### config.mk
export PLATFORM = sky130hd
export DESIGN_NAME = scm_host
export DESIGN_NICKNAME = d
export VERILOG_FILES = /design/src/rtl/scm_pkg.sv /design/src/rtl/scm_sync.sv /design/src/rtl/scm_host.sv
export SDC_FILE = /design/constraint.sdc
export NUM_CORES = 1
export LEC_CHECK = 0
export BUFFER_PORTS_ARGS = -buffer_cell sky130_fd_sc_hd__buf_4
export CAP_MARGIN = 20
export CORE_AREA = 10 10 67 69
export DETAILED_ROUTE_END_ITERATION = 7
export DIE_AREA = 0 0 77 79
export PLACE_DENSITY = 0.8
export SLEW_MARGIN = 5
export SYNTH_ARGS = -nofsm -noshare
export SYNTH_HDL_FRONTEND = slang
export SYNTH_HIERARCHICAL = 1
export SYNTH_SLANG_ARGS = --single-unit
### constraint.sdc
create_clock -name mclk -period 1.7 [get_ports mclk]
set_input_delay 0.085 -clock mclk [delete_from_list [all_inputs] [get_ports mclk]]
set_output_delay 0.085 -clock mclk [all_outputs]
set_load 0.01 [all_outputs]
### src/rtl/scm_pkg.sv
// Package for the SRAM host controller: pin widths, phase timing and states.
// Assumes a 40 MHz mclk and a 16K x 1 asynchronous SRAM with separate data pins.
package scm_pkg;
  // ****************************************
  // Geometry
  // ****************************************
  localparam int ADDR_W = 14;
  localparam int DEPTH  = 16384;
  // ****************************************
  // Timing
  // ****************************************
  localparam int CLK_PERIOD_PS   = 25000;
  // Longest access time of the slowest grade, in ps, as a least wait.
  localparam int ACCESS_PS       = 35000;
  // Least write strobe low width, in ps.
  localparam int WRITE_LOW_PS    = 25000;
  // Longest power down delay of the slowest grade, in ps.
  localparam int POWER_DOWN_DELAY_PS = 35000;
  localparam int ACCESS_CYC   = (ACCESS_PS + CLK_PERIOD_PS - 1) / CLK_PERIOD_PS;
  localparam int WRITE_CYC    = (WRITE_LOW_PS + CLK_PERIOD_PS - 1) / CLK_PERIOD_PS;
  localparam int PD_CYC_RAW   = POWER_DOWN_DELAY_PS / CLK_PERIOD_PS;
  localparam int PD_CYC       = (PD_CYC_RAW < 1) ? 1 : PD_CYC_RAW;
  localparam int CNT_W        = 4;
  localparam logic [CNT_W-1:0] ACCESS_CNT = CNT_W'(ACCESS_CYC);
  localparam logic [CNT_W-1:0] WRITE_CNT  = CNT_W'(WRITE_CYC);
  localparam logic [CNT_W-1:0] PD_CNT     = CNT_W'(PD_CYC);
  // Read data crosses two synchroniser flops, so the read wait covers them too.
  localparam int SYNC_STAGES = 2;
  localparam logic [CNT_W-1:0] READ_CNT   = CNT_W'(ACCESS_CYC + SYNC_STAGES);
  localparam logic [CNT_W-1:0] CNT_ONE    = 4'h1;
  localparam logic [CNT_W-1:0] CNT_ZERO   = 4'h0;
  // ****************************************
  // Sequencer states
  // ****************************************
  typedef enum logic [2:0] {
    SCM_IDLE  = 3'b000,
    SCM_SETUP = 3'b001,
    SCM_WLOW  = 3'b010,
    SCM_WEND  = 3'b011,
    SCM_RWAIT = 3'b100,
    SCM_DONE  = 3'b101
  } scm_state_e;
endpackage : scm_pkg

### src/rtl/scm_sync.sv
// Two-stage synchroniser for one level coming from an SRAM pin.
// Assumes the input is asynchronous to mclk.
`timescale 1ns/100ps
`default_nettype none
module scm_sync (
  input  wire logic mclk,
  input  wire logic rstn,
  input  wire logic d,
  output logic      q
);
  logic meta_q;
  // First stage feeds only the second stage.
  always_ff @(posedge mclk or negedge rstn) begin
    if (!rstn) begin
      meta_q <= 1'b0;
      q      <= 1'b0;
    end else begin
      meta_q <= d;
      q      <= meta_q;
    end
  end
endmodule : scm_sync
`default_nettype wire

### src/rtl/scm_host.sv
// Host controller that drives a 16K x 1 asynchronous SRAM through its pins.
// Assumes one request at a time from on-chip logic on mclk, and a device pin set.
// Notes on behaviour
// - Writes happen only while select and write strobe are both low.
// - Write ends when select or strobe rises; setup and hold cover both edges.
// - Address changes only while select or strobe is high.
// - Write strobe stays high through every read.
`timescale 1ns/100ps
`default_nettype none
module scm_host
  import scm_pkg::*;
(
  input  wire logic              mclk,
  input  wire logic              rstn,
  input  wire logic              req_valid,
  input  wire logic              req_write,
  input  wire logic [ADDR_W-1:0] req_addr,
  input  wire logic              req_wdata,
  output logic                   req_ready,
  output logic                   rsp_valid,
  output logic                   rsp_rdata,
  output logic                   device_active,
  output logic [ADDR_W-1:0]      sram_addr,
  output logic                   sram_din,
  output logic                   sram_sel_n,
  output logic                   sram_we_n,
  input  wire logic              sram_dout,
  input  wire logic              sram_dout_oe
);
  // ****************************************
  // State and registers
  // ****************************************
  scm_state_e              state_q, state_d;
  logic [CNT_W-1:0]        cnt_q, cnt_d;
  logic [CNT_W-1:0]        pd_q, pd_d;
  logic                    wr_q;
  logic [ADDR_W-1:0]       addr_q;
  logic                    din_q;
  logic                    sel_n_q, sel_n_d;
  logic                    we_n_q, we_n_d;
  logic                    rdata_q;
  logic                    rsp_q;
  logic                    dout_s;
  logic                    dout_oe_s;
  wire                     take    = (state_q == SCM_IDLE) && req_valid;
  wire                     cnt_end = (cnt_q == CNT_ONE);
  // select falling, or strobe falling while selected, wakes the device.
  wire                     wake    = (sel_n_q && !sel_n_d) || (!sel_n_d && we_n_q && !we_n_d);

  // Pin data from the device is asynchronous, so it is synchronised first.
  scm_sync u_sync_dout (
    .mclk (mclk),
    .rstn (rstn),
    .d    (sram_dout),
    .q    (dout_s)
  );
  scm_sync u_sync_oe (
    .mclk (mclk),
    .rstn (rstn),
    .d    (sram_dout_oe),
    .q    (dout_oe_s)
  );

  // ****************************************
  // Next-state decode
  // ****************************************
  always_comb begin
    state_d = state_q;
    cnt_d   = cnt_q;
    sel_n_d = sel_n_q;
    we_n_d  = we_n_q;
    unique case (state_q)
      SCM_IDLE: begin
        if (req_valid) begin
          state_d = SCM_SETUP;
        end
      end
      SCM_SETUP: begin
        // strobe falls with select on writes.
        sel_n_d = 1'b0;
        if (wr_q) begin
          we_n_d  = 1'b0;
          cnt_d   = WRITE_CNT;
          state_d = SCM_WLOW;
        end else begin
          we_n_d  = 1'b1;
          // The wait spans the access time and the synchroniser delay, so the
          // sampled bit is the one the device drove after its access time.
          cnt_d   = READ_CNT;
          state_d = SCM_RWAIT;
        end
      end
      SCM_WLOW: begin
        cnt_d = cnt_q - CNT_ONE;
        if (cnt_end) begin
          sel_n_d = 1'b1;
          state_d = SCM_WEND;
        end
      end
      SCM_WEND: begin
        // data held past the write end.
        we_n_d  = 1'b1;
        state_d = SCM_DONE;
      end
      SCM_RWAIT: begin
        cnt_d = cnt_q - CNT_ONE;
        if (cnt_end) begin
          sel_n_d = 1'b1;
          state_d = SCM_DONE;
        end
      end
      SCM_DONE: begin
        state_d = SCM_IDLE;
      end
      default: begin
        state_d = SCM_IDLE;
        sel_n_d = 1'b1;
        we_n_d  = 1'b1;
      end
    endcase
  end

  // power-down delay tracker, restarted by each wake event.
  always_comb begin
    if (wake || (state_q == SCM_SETUP)) begin
      pd_d = PD_CNT;
    end else if (pd_q != CNT_ZERO) begin
      pd_d = pd_q - CNT_ONE;
    end else begin
      pd_d = pd_q;
    end
  end

  // ****************************************
  // Registers
  // ****************************************
  always_ff @(posedge mclk or negedge rstn) begin
    if (!rstn) begin
      state_q <= SCM_IDLE;
      cnt_q   <= CNT_ZERO;
      pd_q    <= CNT_ZERO;
      sel_n_q <= 1'b1;
      we_n_q  <= 1'b1;
    end else begin
      state_q <= state_d;
      cnt_q   <= cnt_d;
      pd_q    <= pd_d;
      sel_n_q <= sel_n_d;
      we_n_q  <= we_n_d;
    end
  end

  // Request capture; address and data stay put until the next request.
  always_ff @(posedge mclk or negedge rstn) begin
    if (!rstn) begin
      wr_q   <= 1'b0;
      addr_q <= '0;
      din_q  <= 1'b0;
    end else if (take) begin
      wr_q   <= req_write;
      addr_q <= req_addr;
      din_q  <= req_wdata;
    end
  end

  // read bit sampled at the end of the access, no inversion.
  always_ff @(posedge mclk or negedge rstn) begin
    if (!rstn) begin
      rdata_q <= 1'b0;
      rsp_q   <= 1'b0;
    end else begin
      rsp_q <= (state_q == SCM_RWAIT) && cnt_end;
      if ((state_q == SCM_RWAIT) && cnt_end) begin
        rdata_q <= dout_s & dout_oe_s;
      end
    end
  end

  // ****************************************
  // Outputs
  // ****************************************
  // write interval is the overlap of both lows.
  assign sram_sel_n    = sel_n_q;
  assign sram_we_n     = we_n_q;
  assign sram_addr     = addr_q;
  assign sram_din      = din_q;
  assign req_ready     = (state_q == SCM_IDLE);
  assign rsp_valid     = rsp_q;
  assign rsp_rdata     = rdata_q;
  assign device_active = (pd_q != CNT_ZERO);
endmodule : scm_host
`default_nettype wire

==> Word level (Yosys, flattened, before mapping) <==
Index checks and enable logic that the tools add are counted.
{ "totals": {"register_bits": 35, "output_inout_bits": 21} }
{ "op_classes": {"add_sub_neg": 2, "eq_ne": 9, "n_mux": 13, "n_bitwise": 1, "n_reduce_logical": 17} }
{ "op_table": {"columns": ["op", "n"], "rows": [
  ["$mux 3", 5],
  ["$pmux 3 s5", 1],
  ["$mux 4", 2],
  ["$pmux 4 s2", 1],
  ["$sub 4x1->4 const B", 2],
  ["$eq 3x2->1 const B", 2],
  ["$eq 3x3->1 const B", 2],
  ["$ne 2x2->1 const B", 3],
  ["$logic_and 1x1->1", 5],
  ["$eq 4x1->1 const B", 1],
  ["$reduce_bool 2->1", 2],
  ["$reduce_bool 4->1", 1],
  ["$reduce_or 4->1", 1],
  ["$eq 3x1->1 const B", 1],
  ["$logic_not 3->1", 1],
  ["$pmux 1 s3", 1],
  ["$reduce_and 3->1", 1],
  ["$reduce_or 3->1", 1],
  ["$logic_not 1->1", 2],
  ["$logic_or 1x1->1", 2],
  ["$mux 1", 2],
  ["$pmux 1 s2", 1],
  ["$reduce_or 2->1", 1],
  ["$and 1x1->1", 1]
]} }

==> Depth between registers and ports, before layout <==
Gate-level depths: netlist of the first run.
{ "logic_depth": {"word_depth": 9, "mapped_depth": 6, "depth_no_buf": 5} }

==> Hierarchy <==
Netlist of the first run, hierarchy kept.
{ "by_module_without_submodules": {"columns": ["module", "instances", "cells_per_inst", "area_per_inst_um2", "seq_area_each_um2"], "rows": [
  ["scm_host", 1, 129, 1492.7, 778.2],
  ["scm_sync", 2, 2, 50.0, 50.0]
]} }

==> Worst setup path after synthesis of the first run <==
No wires, ideal clock.
{ "synth_path": {"path_type": "reg2reg", "from": "register pd_q[0]", "to": "register pd_q[0]", "setup_ps": 121, "arrival_time_ps": 1417, "required_time_ps": 1579, "slack_ps": 162, "path_stages_with_launch": 7, "path_cell_list": "dfrtp_1 inv_1 ha_1 or3b_2 clkbuf_1 xnor2_1 nand2b_1"} }
{ "synth_between": {"word_cells_on_any_way": 5, "cone_classes": "1 x add/sub; 2 x mux; 2 x reduce/logical"} }
{ "synth_rtl": {"columns": ["element", "line_no", "rtl"], "rows": [
  ["start, declared", "scm_host.sv:35", "logic [CNT_W-1:0] pd_q, pd_d;"],
  ["start signal, assigned", "scm_host.sv:147", "pd_q <= pd_d;"],
  ["$reduce_bool 4->1", null, null],
  ["net device_active", "scm_host.sv:22", "output logic device_active,"],
  ["$reduce_bool 2->1 (no line)", null, null]
]} }
The timed path passes the listed nets, and every way through them passes these cells. The select of a mux whose other input is x is not followed.
A chain may end at the register's enable or synchronous reset.

==> Worst setup path in the final report of the first run <==
{ "layout_path": {"from": "register pd_q[1]", "to": "output device_active"} }
{ "layout_between": {"elab_chain_cells": 1} }
{ "layout_rtl": {"columns": ["element", "line_no", "rtl"], "rows": [
  ["$reduce_bool 4->1", "scm_host.sv:190", "assign device_active = (pd_q != CNT_ZERO);"],
  ["end, declared", "scm_host.sv:22", null]
]} }
Every way passes these cells.

==> run_results.csv, run 1 <==
group,metric,value,unit
worst_setup_path,worstPathMaxFanout,5,
clock_tree,cts_made_buffers,5,
logic_synthesis,yosysUniqueCellTypes,36,
logic_synthesis,synth_top_cell_by_area,"dfrtp_1",
logic_synthesis,ys_top_cells_by_area,"dfrtp_1, mux2_2, o21ai_0, dfstp_2, ha_1",
clock_tree,clockBufferDepth,2,
sta,setup_viol,0,
cells_and_area,area.growth.synth_to_final,41.9,%
grt,overflow,0,
floorplan,initial_utilization,49.3,%
worst_setup_path,r2r_slack,0.17,ns
floorplan,die-area,0.00608,mm²
logic_synthesis,synth_edf_count,0,
placement,placed_area,0.00198,mm²
pwr,p_leak,1.05,nW
floorplan,io_pins,42,
grt,grt_pass1_vias,1302,
drt,routed_wl,3700,µm
cells_and_area,n_antenna_cell,0,
logic_synthesis,synth-main-ff-cell,"dfrtp_1",
sta,whs,0.106,ns
drt,wl_per_cell,14.7,µm
logic_synthesis,synth_common_cells,"dfrtp_1, mux2_2, o21ai_0",
sta,drv_slew,0,
logic_synthesis,ys_ff_latch,35,
cells_and_area,fill_cells,235,
clock_tree,cts_tree,"yes",
drt,via_per_inst,5.03,
worst_setup_path,criticalPathCategory,"reg -> out",
worst_setup_path,critPathArrivalTime,1.53,ns
grt,antenna_found_initial,0,
sta,tightestPinTransition,0.428,ns
worst_hold_path,holdPathStages,3,
flow_run,cap_violations,0,
sta,setup_tns,0,ns
floorplan,die_h,79,µm
outcome,outcome,"finished clean",
floorplan,rows,21,
worst_hold_path,hold_class,"in -> reg",
sta,rsz0062_at_grt,"no",
worst_setup_path,ff2ff_path_depth,6,
worst_setup_path,startpoint_type,"flip-flop",
clock_tree,cts_sinks,35,
pwr,peakVddDrop,1140,µV
sta,fmax,618,MHz
logic_synthesis,synthArstFlopShare,100,%
logic_synthesis,syn_area,0.00159,mm²
drt,first_pass_iters,4,
worst_setup_path,rr_startpoint,"pd_q[1]",
cells_and_area,final_area,0.00226,mm²
pwr,powerDensity,1750,mW/mm²
sta,clock_skew,0.00939,ns
placement,gp_congestion,0.779,
drt,ant_nets,0,
drt,drc,0,
sta,slew_headroom,71.5,%
clock_tree,root_buffer,"clkbuf_4",
worst_setup_path,r2r-end,"pd_q[0]",
sta,setup_ws,0.0811,ns
grt,grt_first_pass_wirelength,6200,µm
worst_hold_path,min_from,"req_valid",
placement,dp_hpwl,2630,µm
grt,grt_max_degree,36,
clock_tree,clkLatencyLatePin,0.32,ns
worst_setup_path,endpoint_kind,"primary output",
logic_synthesis,yosysMostFrequentCell,"dfrtp_1",
floorplan,core_area,0.00323,mm²
cells_and_area,nets,230,
placement,port_buffers,41,
worst_hold_path,hold_end,"state_q[0]",
sta,period_needed,1.62,ns
drt,via_count,1267,
logic_synthesis,ys_seq_area_share,55.1,%
placement,place_ws,0.138,ns
logic_synthesis,syn_inst,133,
sta,fin_crit_sh,95.2,%
sta,finalHoldViolCount,0,
logic_synthesis,ys_warn_count,6,
worst_setup_path,crit_required,1.62,ns
floorplan,die_w,77,µm
drt,drt_iter0_drc,75,
grt,grt_usage,12.5,%
clock_tree,clk_pin_slew,0.10,ns
clock_tree,htree_num_levels,2,
logic_synthesis,synth.avg_cell_area,12.0,µm²
logic_synthesis,synth_top_area_share,51.8,%
logic_synthesis,syn_nets,158,
cells_and_area,drive_gt1_share,40.8,%
## cell usage in the layout, fill, tap and decap left out, types with 2 or more instances in the layout
cell           count
inv_2              2
dfrtp_1           33
a21oi_1            4
mux2i_1            3
a21boi_0           2
dlygate4sd3_1     19
nor2b_1            2
nor2_1             6
nand2b_1           3
mux2_2            15
xnor2_1            2
clkbuf_4           5
nor3_1             4
a221oi_1           3
dfstp_2            2
o21ai_0           11
inv_1              8
nand2_1            4
ha_1               3
nor3b_1            2
buf_4             52
nand4b_1           2
## critical path: stages (launching register included)
cell and delay, ns:
dfrtp_1 0.42, inv_2 0.07, ha_2 0.17, or3b_4 0.41
buf_6 0.14
## repair_timing
item                       4_1_cts  5_1_grt
pin swaps                        0        0
resized for setup                1        4
setup endpoints to repair        1        1
setup buffers                    1        3
hold endpoints to repair        51        0
hold buffers                    19        0
## state kept, by name, summed over array words and instances (netlist names), 3 cells and up
name,count
cnt_q,4
state_q,3
sram_addr,14
pd_q,4
## routing by layer
metal  GRT usage [%]  up-vias  part of all wire (%)
met1            13.2      614                    39
met5               0        -                     0
li1                -      611                     -
met3            6.08        4                   7.4
met4            4.56        0                   1.2
met2            21.5       38                    52
## final cells by class
class	instances	area, µm²	share of cell area [%]
Clock inverter	2	12.5	0.553
Multi-Input combinational cell	81	642	28.4
Timing Repair Buffer	72	592	26.2
Sequential cell	35	878	38.8
Inverter	10	37.5	1.66
Tap cell	46	57.6	2.55
Clock buffer	6	41.3	1.83
## stage by stage
step	cells	power [mW]	util, %
after detailed placement	221	3.43	61.2
after global routing	252	4.31	70.0
final	252	3.96	70.0
after global placement	221	3.33	61.2
after floorplan	133	2.65	-
after CTS	249	3.93	69.1
## report_power, final
group	internal, mW	switching, mW
combinational	1.11	0.930
clock	0.160	0.266
sequential	1.22	0.283
## cell families after synthesis
logic type | share of synthesized area, %
AOI/OAI and AO/OA | 10.6
muxes | 12.5
buffers and inverters | 4.87
adders and majority gates | 3.77
xor gates and xnor gates | 1.65
and+or+nand+nor | 11.5
DFF | 55.1
## worst max-delay path by stage
| stage | startpoint | endpoint | slack, ns |
|---|---|---|---|
| final | pd_q[1] | device_active | 0.08 |
| after global routing | pd_q[1] | device_active | 0.007 |
| after CTS | pd_q[1] | device_active | 0.009 |
| after detailed placement | pd_q[0] | pd_q[0] | 0.14 |
| after global placement | pd_q[0] | pd_q[0] | 0.25 |
| after floorplan | pd_q[0] | pd_q[0] | 0.16 |
No activity file was read; power rests on OpenSTA's default activity.
==> run 2, diff against run 1 <==
--- a/config.mk
+++ b/config.mk
@@ -5,11 +5,13 @@
 export SDC_FILE = /design/constraint.sdc
 export NUM_CORES = 1
 export LEC_CHECK = 0
+export ABC_AREA = 1
 export BUFFER_PORTS_ARGS = -buffer_cell sky130_fd_sc_hd__buf_4
 export CAP_MARGIN = 20
-export CORE_AREA = 10 10 67 69
+export CORE_AREA = 10 10 66 68
 export DETAILED_ROUTE_END_ITERATION = 7
-export DIE_AREA = 0 0 77 79
+export DIE_AREA = 0 0 76 78
+export GPL_TIMING_DRIVEN = 0
 export PLACE_DENSITY = 0.8
 export SLEW_MARGIN = 5
 export SYNTH_ARGS = -nofsm -noshare
==> run 2 against run 1 <==
Net effect: first-iteration DRC count down 63%; clock power grew 7.5%; critical path depth shrank 1; setup slack improved by 0.16 ns; synthesized cell count grew 29%; core utilization down 2.9 points; fmax up 11%; critical endpoint is now req_ready; largest cell class unchanged; largest power group unchanged.
==> run_results.csv, run 2 <==
group,metric,value,unit
outcome,outcome,"finished clean",
pwr,seqPwrFrac,38.0,%
logic_synthesis,muxShareOfSynthArea,0,%
grt,grt_first_pass_wirelength,6530,µm
cells_and_area,area.growth.synth_to_final,39.3,%
grt,antenna_found_initial,0,
worst_setup_path,cp-endpoint,"req_ready",
worst_setup_path,critPathLaunch,"state_q[0]",
grt,grt_usage,13.5,%
worst_setup_path,rr_startpoint,"state_q[2]",
clock_tree,clk_pin_slew,0.10,ns
drt,routed_wl,3710,µm
logic_synthesis,ys_seq_area_share,57.4,%
logic_synthesis,synth_top_family_by_area,"simple AND/OR/NAND/NOR gates",
worst_setup_path,ff2ff_path_depth,6,
pwr,peakVddDrop,953,µV
clock_tree,cts_resized,0,
logic_synthesis,synthArstFlopShare,100,%
worst_setup_path,endpoint_kind,"primary output",
logic_synthesis,yosys.area_share.simple,28.2,%
logic_synthesis,synth_top_cell_by_area,"dfrtp_1",
grt,grt_max_degree,36,
clock_tree,cts_made_buffers,5,
sta,setup_viol,0,
pwr,p_leak,1.15,nW
floorplan,io_pins,42,
worst_setup_path,critPathSlowestCell,"dfrtp_1",
worst_setup_path,crit_family,"flip-flops",
logic_synthesis,syn_inst,172,
sta,fin_crit_sh,85.8,%
sta,whs,0.0340,ns
worst_setup_path,critPathArrivalTime,1.37,ns
sta,drv_slew,0,
logic_synthesis,synth-main-ff-cell,"dfrtp_1",
worst_setup_path,criticalPathCategory,"reg -> out",
clock_tree,clockBufferDepth,2,
sta,finalHoldViolCount,0,
floorplan,die-area,0.00593,mm²
drt,via_per_inst,4.70,
pwr,p_sw_share,41.2,%
logic_synthesis,synth_edf_count,0,
logic_synthesis,synth-compound-area-share,3.59,%
logic_synthesis,syn_area,0.00153,mm²
placement,port_buffers,40,
drt,drt_iter0_drc,28,
clock_tree,cts_tree,"yes",
floorplan,die_h,78,µm
worst_setup_path,worstPathMaxFanout,10,
drt,drc,0,
sta,fmax,685,MHz
worst_hold_path,hold_class,"in -> reg",
clock_tree,htree_num_levels,2,
cells_and_area,n_antenna_cell,0,
logic_synthesis,ys_top_cells_by_area,"dfrtp_1, nand2_1, nand3_1, inv_1, dfstp_2",
pwr,switchingPower,1.53,mW
sta,rsz0062_at_grt,"no",
worst_setup_path,r2r-end,"cnt_q[3]",
cells_and_area,drive_gt1_share,23.5,%
worst_setup_path,path_common_cell,"buf_4",
logic_synthesis,synthAdderAreaFrac,3.27,%
floorplan,die_w,76,µm
worst_setup_path,r2r_slack,0.30,ns
sta,clock_skew,0.00746,ns
cells_and_area,final_cell_mix,"nand2_1, buf_4, dfrtp_1",
logic_synthesis,ys_ff_latch,35,
placement,dp_hpwl,2450,µm
clock_tree,cts_sinks,35,
sta,period_needed,1.46,ns
worst_setup_path,cp.depth,3,
floorplan,core_area,0.00318,mm²
logic_synthesis,ys_warn_count,6,
drt,first_pass_iters,4,
grt,overflow,0,
floorplan,initial_utilization,48.2,%
pwr,powerDensity,1740,mW/mm²
worst_setup_path,cp_num_buf_inv,2,
floorplan,rows,21,
logic_synthesis,synth_top_area_share,53.9,%
logic_synthesis,yosysMostFrequentCell,"nand2_1",
worst_setup_path,crit_required,1.62,ns
clock_tree,root_buffer,"clkbuf_4",
pwr,pwr-share-comb,49.6,%
logic_synthesis,synth.avg_cell_area,8.90,µm²
logic_synthesis,synth_common_cells,"nand2_1, dfrtp_1, nand3_1",
cells_and_area,nets,263,
placement,gp_congestion,0.787,
drt,ant_nets,0,
sta,tightestPinTransition,0.432,ns
pwr,p_int,2.19,mW
sta,setup_tns,0,ns
cells_and_area,largest_register_ffs,14,
worst_setup_path,worstPathCellList,"nor3_4 > buf_4 > buf_4",
logic_synthesis,synth_xor_area_share,1.14,%
drt,wl_per_cell,13.1,µm
worst_setup_path,startpoint_type,"flip-flop",
cells_and_area,final_common_cell,"nand2_1",
logic_synthesis,yosysUniqueCellTypes,19,
clock_tree,clkLatencyLatePin,0.34,ns
logic_synthesis,syn_nets,197,
drt,via_count,1334,
grt,grt_pass1_vias,1417,
flow_run,cap_violations,0,
pwr,clock_power_share,12.3,%
worst_setup_path,slowest_delay,0.47,ns
sta,slew_headroom,71.2,%
-- run 2: cell types whose count changed after synthesis, moves of 3 or more --
cell / before / now
nor2_1: 6 / 11
mux2_2: 15 / 0
mux2i_1: 3 / 0
nand2_1: 4 / 58
o21ai_0: 11 / 6
nand3_1: 1 / 23
nand2b_1: 3 / 0
a221oi_1: 3 / 0
inv_1: 10 / 16
-- run 2: metrics by stage --
step	power, mW	setup slack [ns]	area (µm²)	std cells	util [%]
2_1_floorplan	2.53	0.430	1530	172	-
3_3_place_gp	3.14	0.283	1890	258	59.4
3_5_place_dp	3.21	0.270	1890	258	59.4
4_1_cts	3.74	0.256	2130	284	67.1
5_1_grt	4.09	0.125	2130	284	67.1
6_report	3.72	0.241	2130	284	67.1
-- run 2: what timing repair did --
action / 4_1_cts / 5_1_grt
endpoints found under the hold margin: 52 / 0
endpoints found under the setup margin: 1 / 0
setup buffers: 1 / 0
hold buffers: 18 / 0
-- run 2: power by group through the flow --
| stage | Clock (mW) | Combinational, mW | Sequential (mW) |
|---|---|---|---|
| global placement | 0 | 1.73 | 1.41 |
| global route | 0.511 | 2.12 | 1.46 |
| floorplan | 0 | 1.04 | 1.49 |
| CTS | 0.480 | 1.85 | 1.41 |
| detailed placement | 0 | 1.79 | 1.42 |
| finish | 0.458 | 1.84 | 1.41 |
-- run 2: final cells by class --
type,count,area [µm²]
fill,236,1050
sequential,35,878
multi-input combinational,116,554
timing repair buffer,59,488
inverter,16,60.1
tap,46,57.6
clock buffer,6,51.3
buffer,5,38.8
clock inverter,1,5.00
-- run 2: kinds of logic after synthesis --
kind of cell,count (synthesis)
compound gates,11
xor+xnor,2
fa+ha+maj,4
buf+inv,21
simple gates,99
flops,35
-- run 2: routing by layer --
| layer | share of wire, % | global-route usage (%) | vias to the layer above |
|---|---|---|---|
| met3 | 9.3 | 7.83 | 6 |
| met2 | 50 | 22.6 | 33 |
| met5 | 0 | 0 | - |
| li1 | - | - | 679 |
| met1 | 39 | 13.8 | 616 |
| met4 | 1.5 | 5.11 | 0 |
-- run 2: worst min-delay path by stage --
| stage | start | slack, ns | end | cells after the start |
|---|---|---|---|---|
| final | req_addr[8] | 0.03 | sram_addr[8] | 3 |
| after CTS | req_addr[8] | 0.004 | sram_addr[8] | 3 |
| after global placement | rstn | 0.06 | pd_q[0] | 1 |
| after global routing | req_addr[8] | 0.02 | sram_addr[8] | 3 |
| after floorplan | rstn | -0.21 | cnt_q[0] | 0 |
| after detailed placement | rstn | 0.06 | pd_q[1] | 1 |
-- run 2: tightest hold or removal path, cell delays in order --
cell,delay [ns]
buf_4,0.08
nand3_1,0.09
nand2_1,0.09
==> run 3, diff against run 2 <==
--- a/config.mk
+++ b/config.mk
@@ -6,7 +6,7 @@
 export NUM_CORES = 1
 export LEC_CHECK = 0
 export ABC_AREA = 1
-export BUFFER_PORTS_ARGS = -buffer_cell sky130_fd_sc_hd__buf_4
+export BUFFER_PORTS_ARGS = -buffer_cell sky130_fd_sc_hd__buf_2
 export CAP_MARGIN = 20
 export CORE_AREA = 10 10 66 68
 export DETAILED_ROUTE_END_ITERATION = 7
==> run 3 against run 2 <==
Net effect: largest cell class unchanged; setup slack lost 0.011 ns; clock power grew 64%; critical endpoint unchanged; count of clock-buffer cells in the layout shrank 1.
==> run_results.csv, run 3 (synthesis gave the netlist of run 2 again) <==
group,metric,value,unit
outcome,outcome,"finished clean",
cells_and_area,final_cell_mix,"nand2_1, buf_2, dfrtp_1",
worst_setup_path,critPathLaunch,"state_q[0]",
clock_tree,clockBufferDepth,2,
floorplan,die_w,76,µm
grt,grt_usage,13.3,%
floorplan,initial_utilization,48.2,%
flow_run,cap_violations,0,
sta,setup_tns,0,ns
sta,setup_viol,0,
floorplan,die_h,78,µm
cells_and_area,area.growth.synth_to_final,36.6,%
placement,gp_congestion,0.808,
worst_hold_path,hold_class,"in -> reg",
placement,placed_area,0.00179,mm²
sta,fmax,680,MHz
cells_and_area,n_antenna_cell,0,
worst_setup_path,slowest_delay,0.47,ns
sta,drv_slew,0,
grt,grt_pass1_vias,1443,
clock_tree,htree_num_levels,2,
sta,clock_skew,0.00503,ns
worst_setup_path,critPathSlowestCell,"dfrtp_1",
placement,port_buffers,40,
cells_and_area,fill_cells,247,
clock_tree,root_buffer,"clkbuf_4",
worst_setup_path,ff2ff_path_depth,6,
drt,via_count,1360,
drt,first_pass_iters,4,
worst_setup_path,worstPathMaxFanout,10,
worst_setup_path,endpoint_kind,"primary output",
clock_tree,cts_made_buffers,5,
clock_tree,cts_tree,"yes",
drt,wl_per_cell,13.0,µm
drt,routed_wl,3720,µm
floorplan,rows,21,
cells_and_area,final_common_cell,"nand2_1",
cells_and_area,nets,264,
clock_tree,clkLatencyLatePin,0.35,ns
worst_setup_path,r2r-end,"cnt_q[1]",
placement,dp_hpwl,2400,µm
worst_setup_path,worstPathCellList,"nor3_4 > buf_4 > buf_2",
worst_setup_path,crit_required,1.62,ns
worst_setup_path,cp-endpoint,"req_ready",
worst_setup_path,criticalPathCategory,"reg -> out",
sta,finalHoldViolCount,0,
sta,tightestPinTransition,0.749,ns
cells_and_area,final_area,0.00209,mm²
worst_hold_path,holdPathStages,3,
drt,via_per_inst,4.76,
grt,overflow,0,
worst_setup_path,r2r_slack,0.25,ns
cells_and_area,drive_gt1_share,23.8,%
sta,rsz0062_at_grt,"no",
sta,fin_crit_sh,86.5,%
worst_setup_path,critPathArrivalTime,1.38,ns
cells_and_area,final_cells,286,
sta,period_needed,1.47,ns
grt,antenna_found_initial,0,
grt,grt_max_degree,36,
drt,drc,0,
grt,grt_first_pass_wirelength,6420,µm
pwr,powerDensity,1850,mW/mm²
floorplan,io_pins,42,
pwr,peakVddDrop,1010,µV
cells_and_area,largest_register_ffs,14,
pwr,p_leak,1.14,nW
drt,drt_iter0_drc,35,
drt,ant_nets,0,
worst_setup_path,startpoint_type,"flip-flop",
worst_setup_path,rr_startpoint,"state_q[2]",
placement,dp.cells,258,
floorplan,die-area,0.00593,mm²
clock_tree,clk_pin_slew,0.11,ns
clock_tree,cts_sinks,35,
sta,slew_headroom,50.1,%
floorplan,core_area,0.00318,mm²
## run 3: critical path: cells and delay by family (launching register included)
kind | cells | cell delay [ns]
AND/OR/NAND/NOR | 1 | 0.22
flip-flops | 1 | 0.47
buffers and inverters | 2 | 0.35
## run 3: power breakdown
group / switching (mW) / internal, mW / total (mW)
combinational: 1.04 / 0.676 / 1.71
sequential: 0.219 / 1.19 / 1.41
clock: 0.296 / 0.457 / 0.753
## run 3: worst min-delay path by stage
stage | start | endpoint | slack [ns]
6_report | req_valid | sram_din | 0.16
5_1_grt | req_valid | sram_addr[13] | 0.18
4_1_cts | req_valid | sram_din | 0.16
3_5_place_dp | rstn | pd_q[1] | 0.20
3_3_place_gp | sram_dout_oe | u_sync_oe/meta_q | 0.19
2_1_floorplan | rstn | cnt_q[0] | -0.21
## run 3: stage by stage
step / utilization (%) / power [mW] / hold slack (ns) / worst slack (ns)
floorplan: - / 2.53 / -0.211 / 0.430
global placement: 56.3 / 3.00 / 0.193 / 0.289
detailed placement: 56.3 / 3.06 / 0.195 / 0.260
CTS: 65.8 / 3.89 / 0.157 / 0.228
global route: 65.8 / 4.25 / 0.179 / 0.132
finish: 65.8 / 3.87 / 0.160 / 0.230
## run 3: repair_timing
action | in CTS | in global routing
hold buffers | 19 | 0
buffers inserted | 1 | 0
setup endpoints to repair | 1 | 0
gates resized for setup | 0 | 0
hold endpoints to repair | 51 | 0
## run 3: routing by layer
layer  global-route usage, %  part of all wire, %  up-vias
li1                        -                    -      678
met1                    13.6                   41      641
met5                       0                    0        -
met4                    4.55                  1.3        0
met3                    7.14                  9.1        5
met2                    22.5                   49       36
## run 3: area by class of cell
| cell class | count | area [µm²] | share of cell area (%) |
|---|---|---|---|
| Buffer | 5 | 38.8 | 1.85 |
| Clock buffer | 5 | 37.5 | 1.79 |
| Clock inverter | 3 | 67.6 | 3.23 |
| Inverter | 16 | 60.1 | 2.87 |
| Multi-Input combinational cell | 116 | 554 | 26.5 |
| Sequential cell | 35 | 878 | 42.0 |
| Tap cell | 46 | 57.6 | 2.75 |
| Timing Repair Buffer | 60 | 398 | 19.0 |
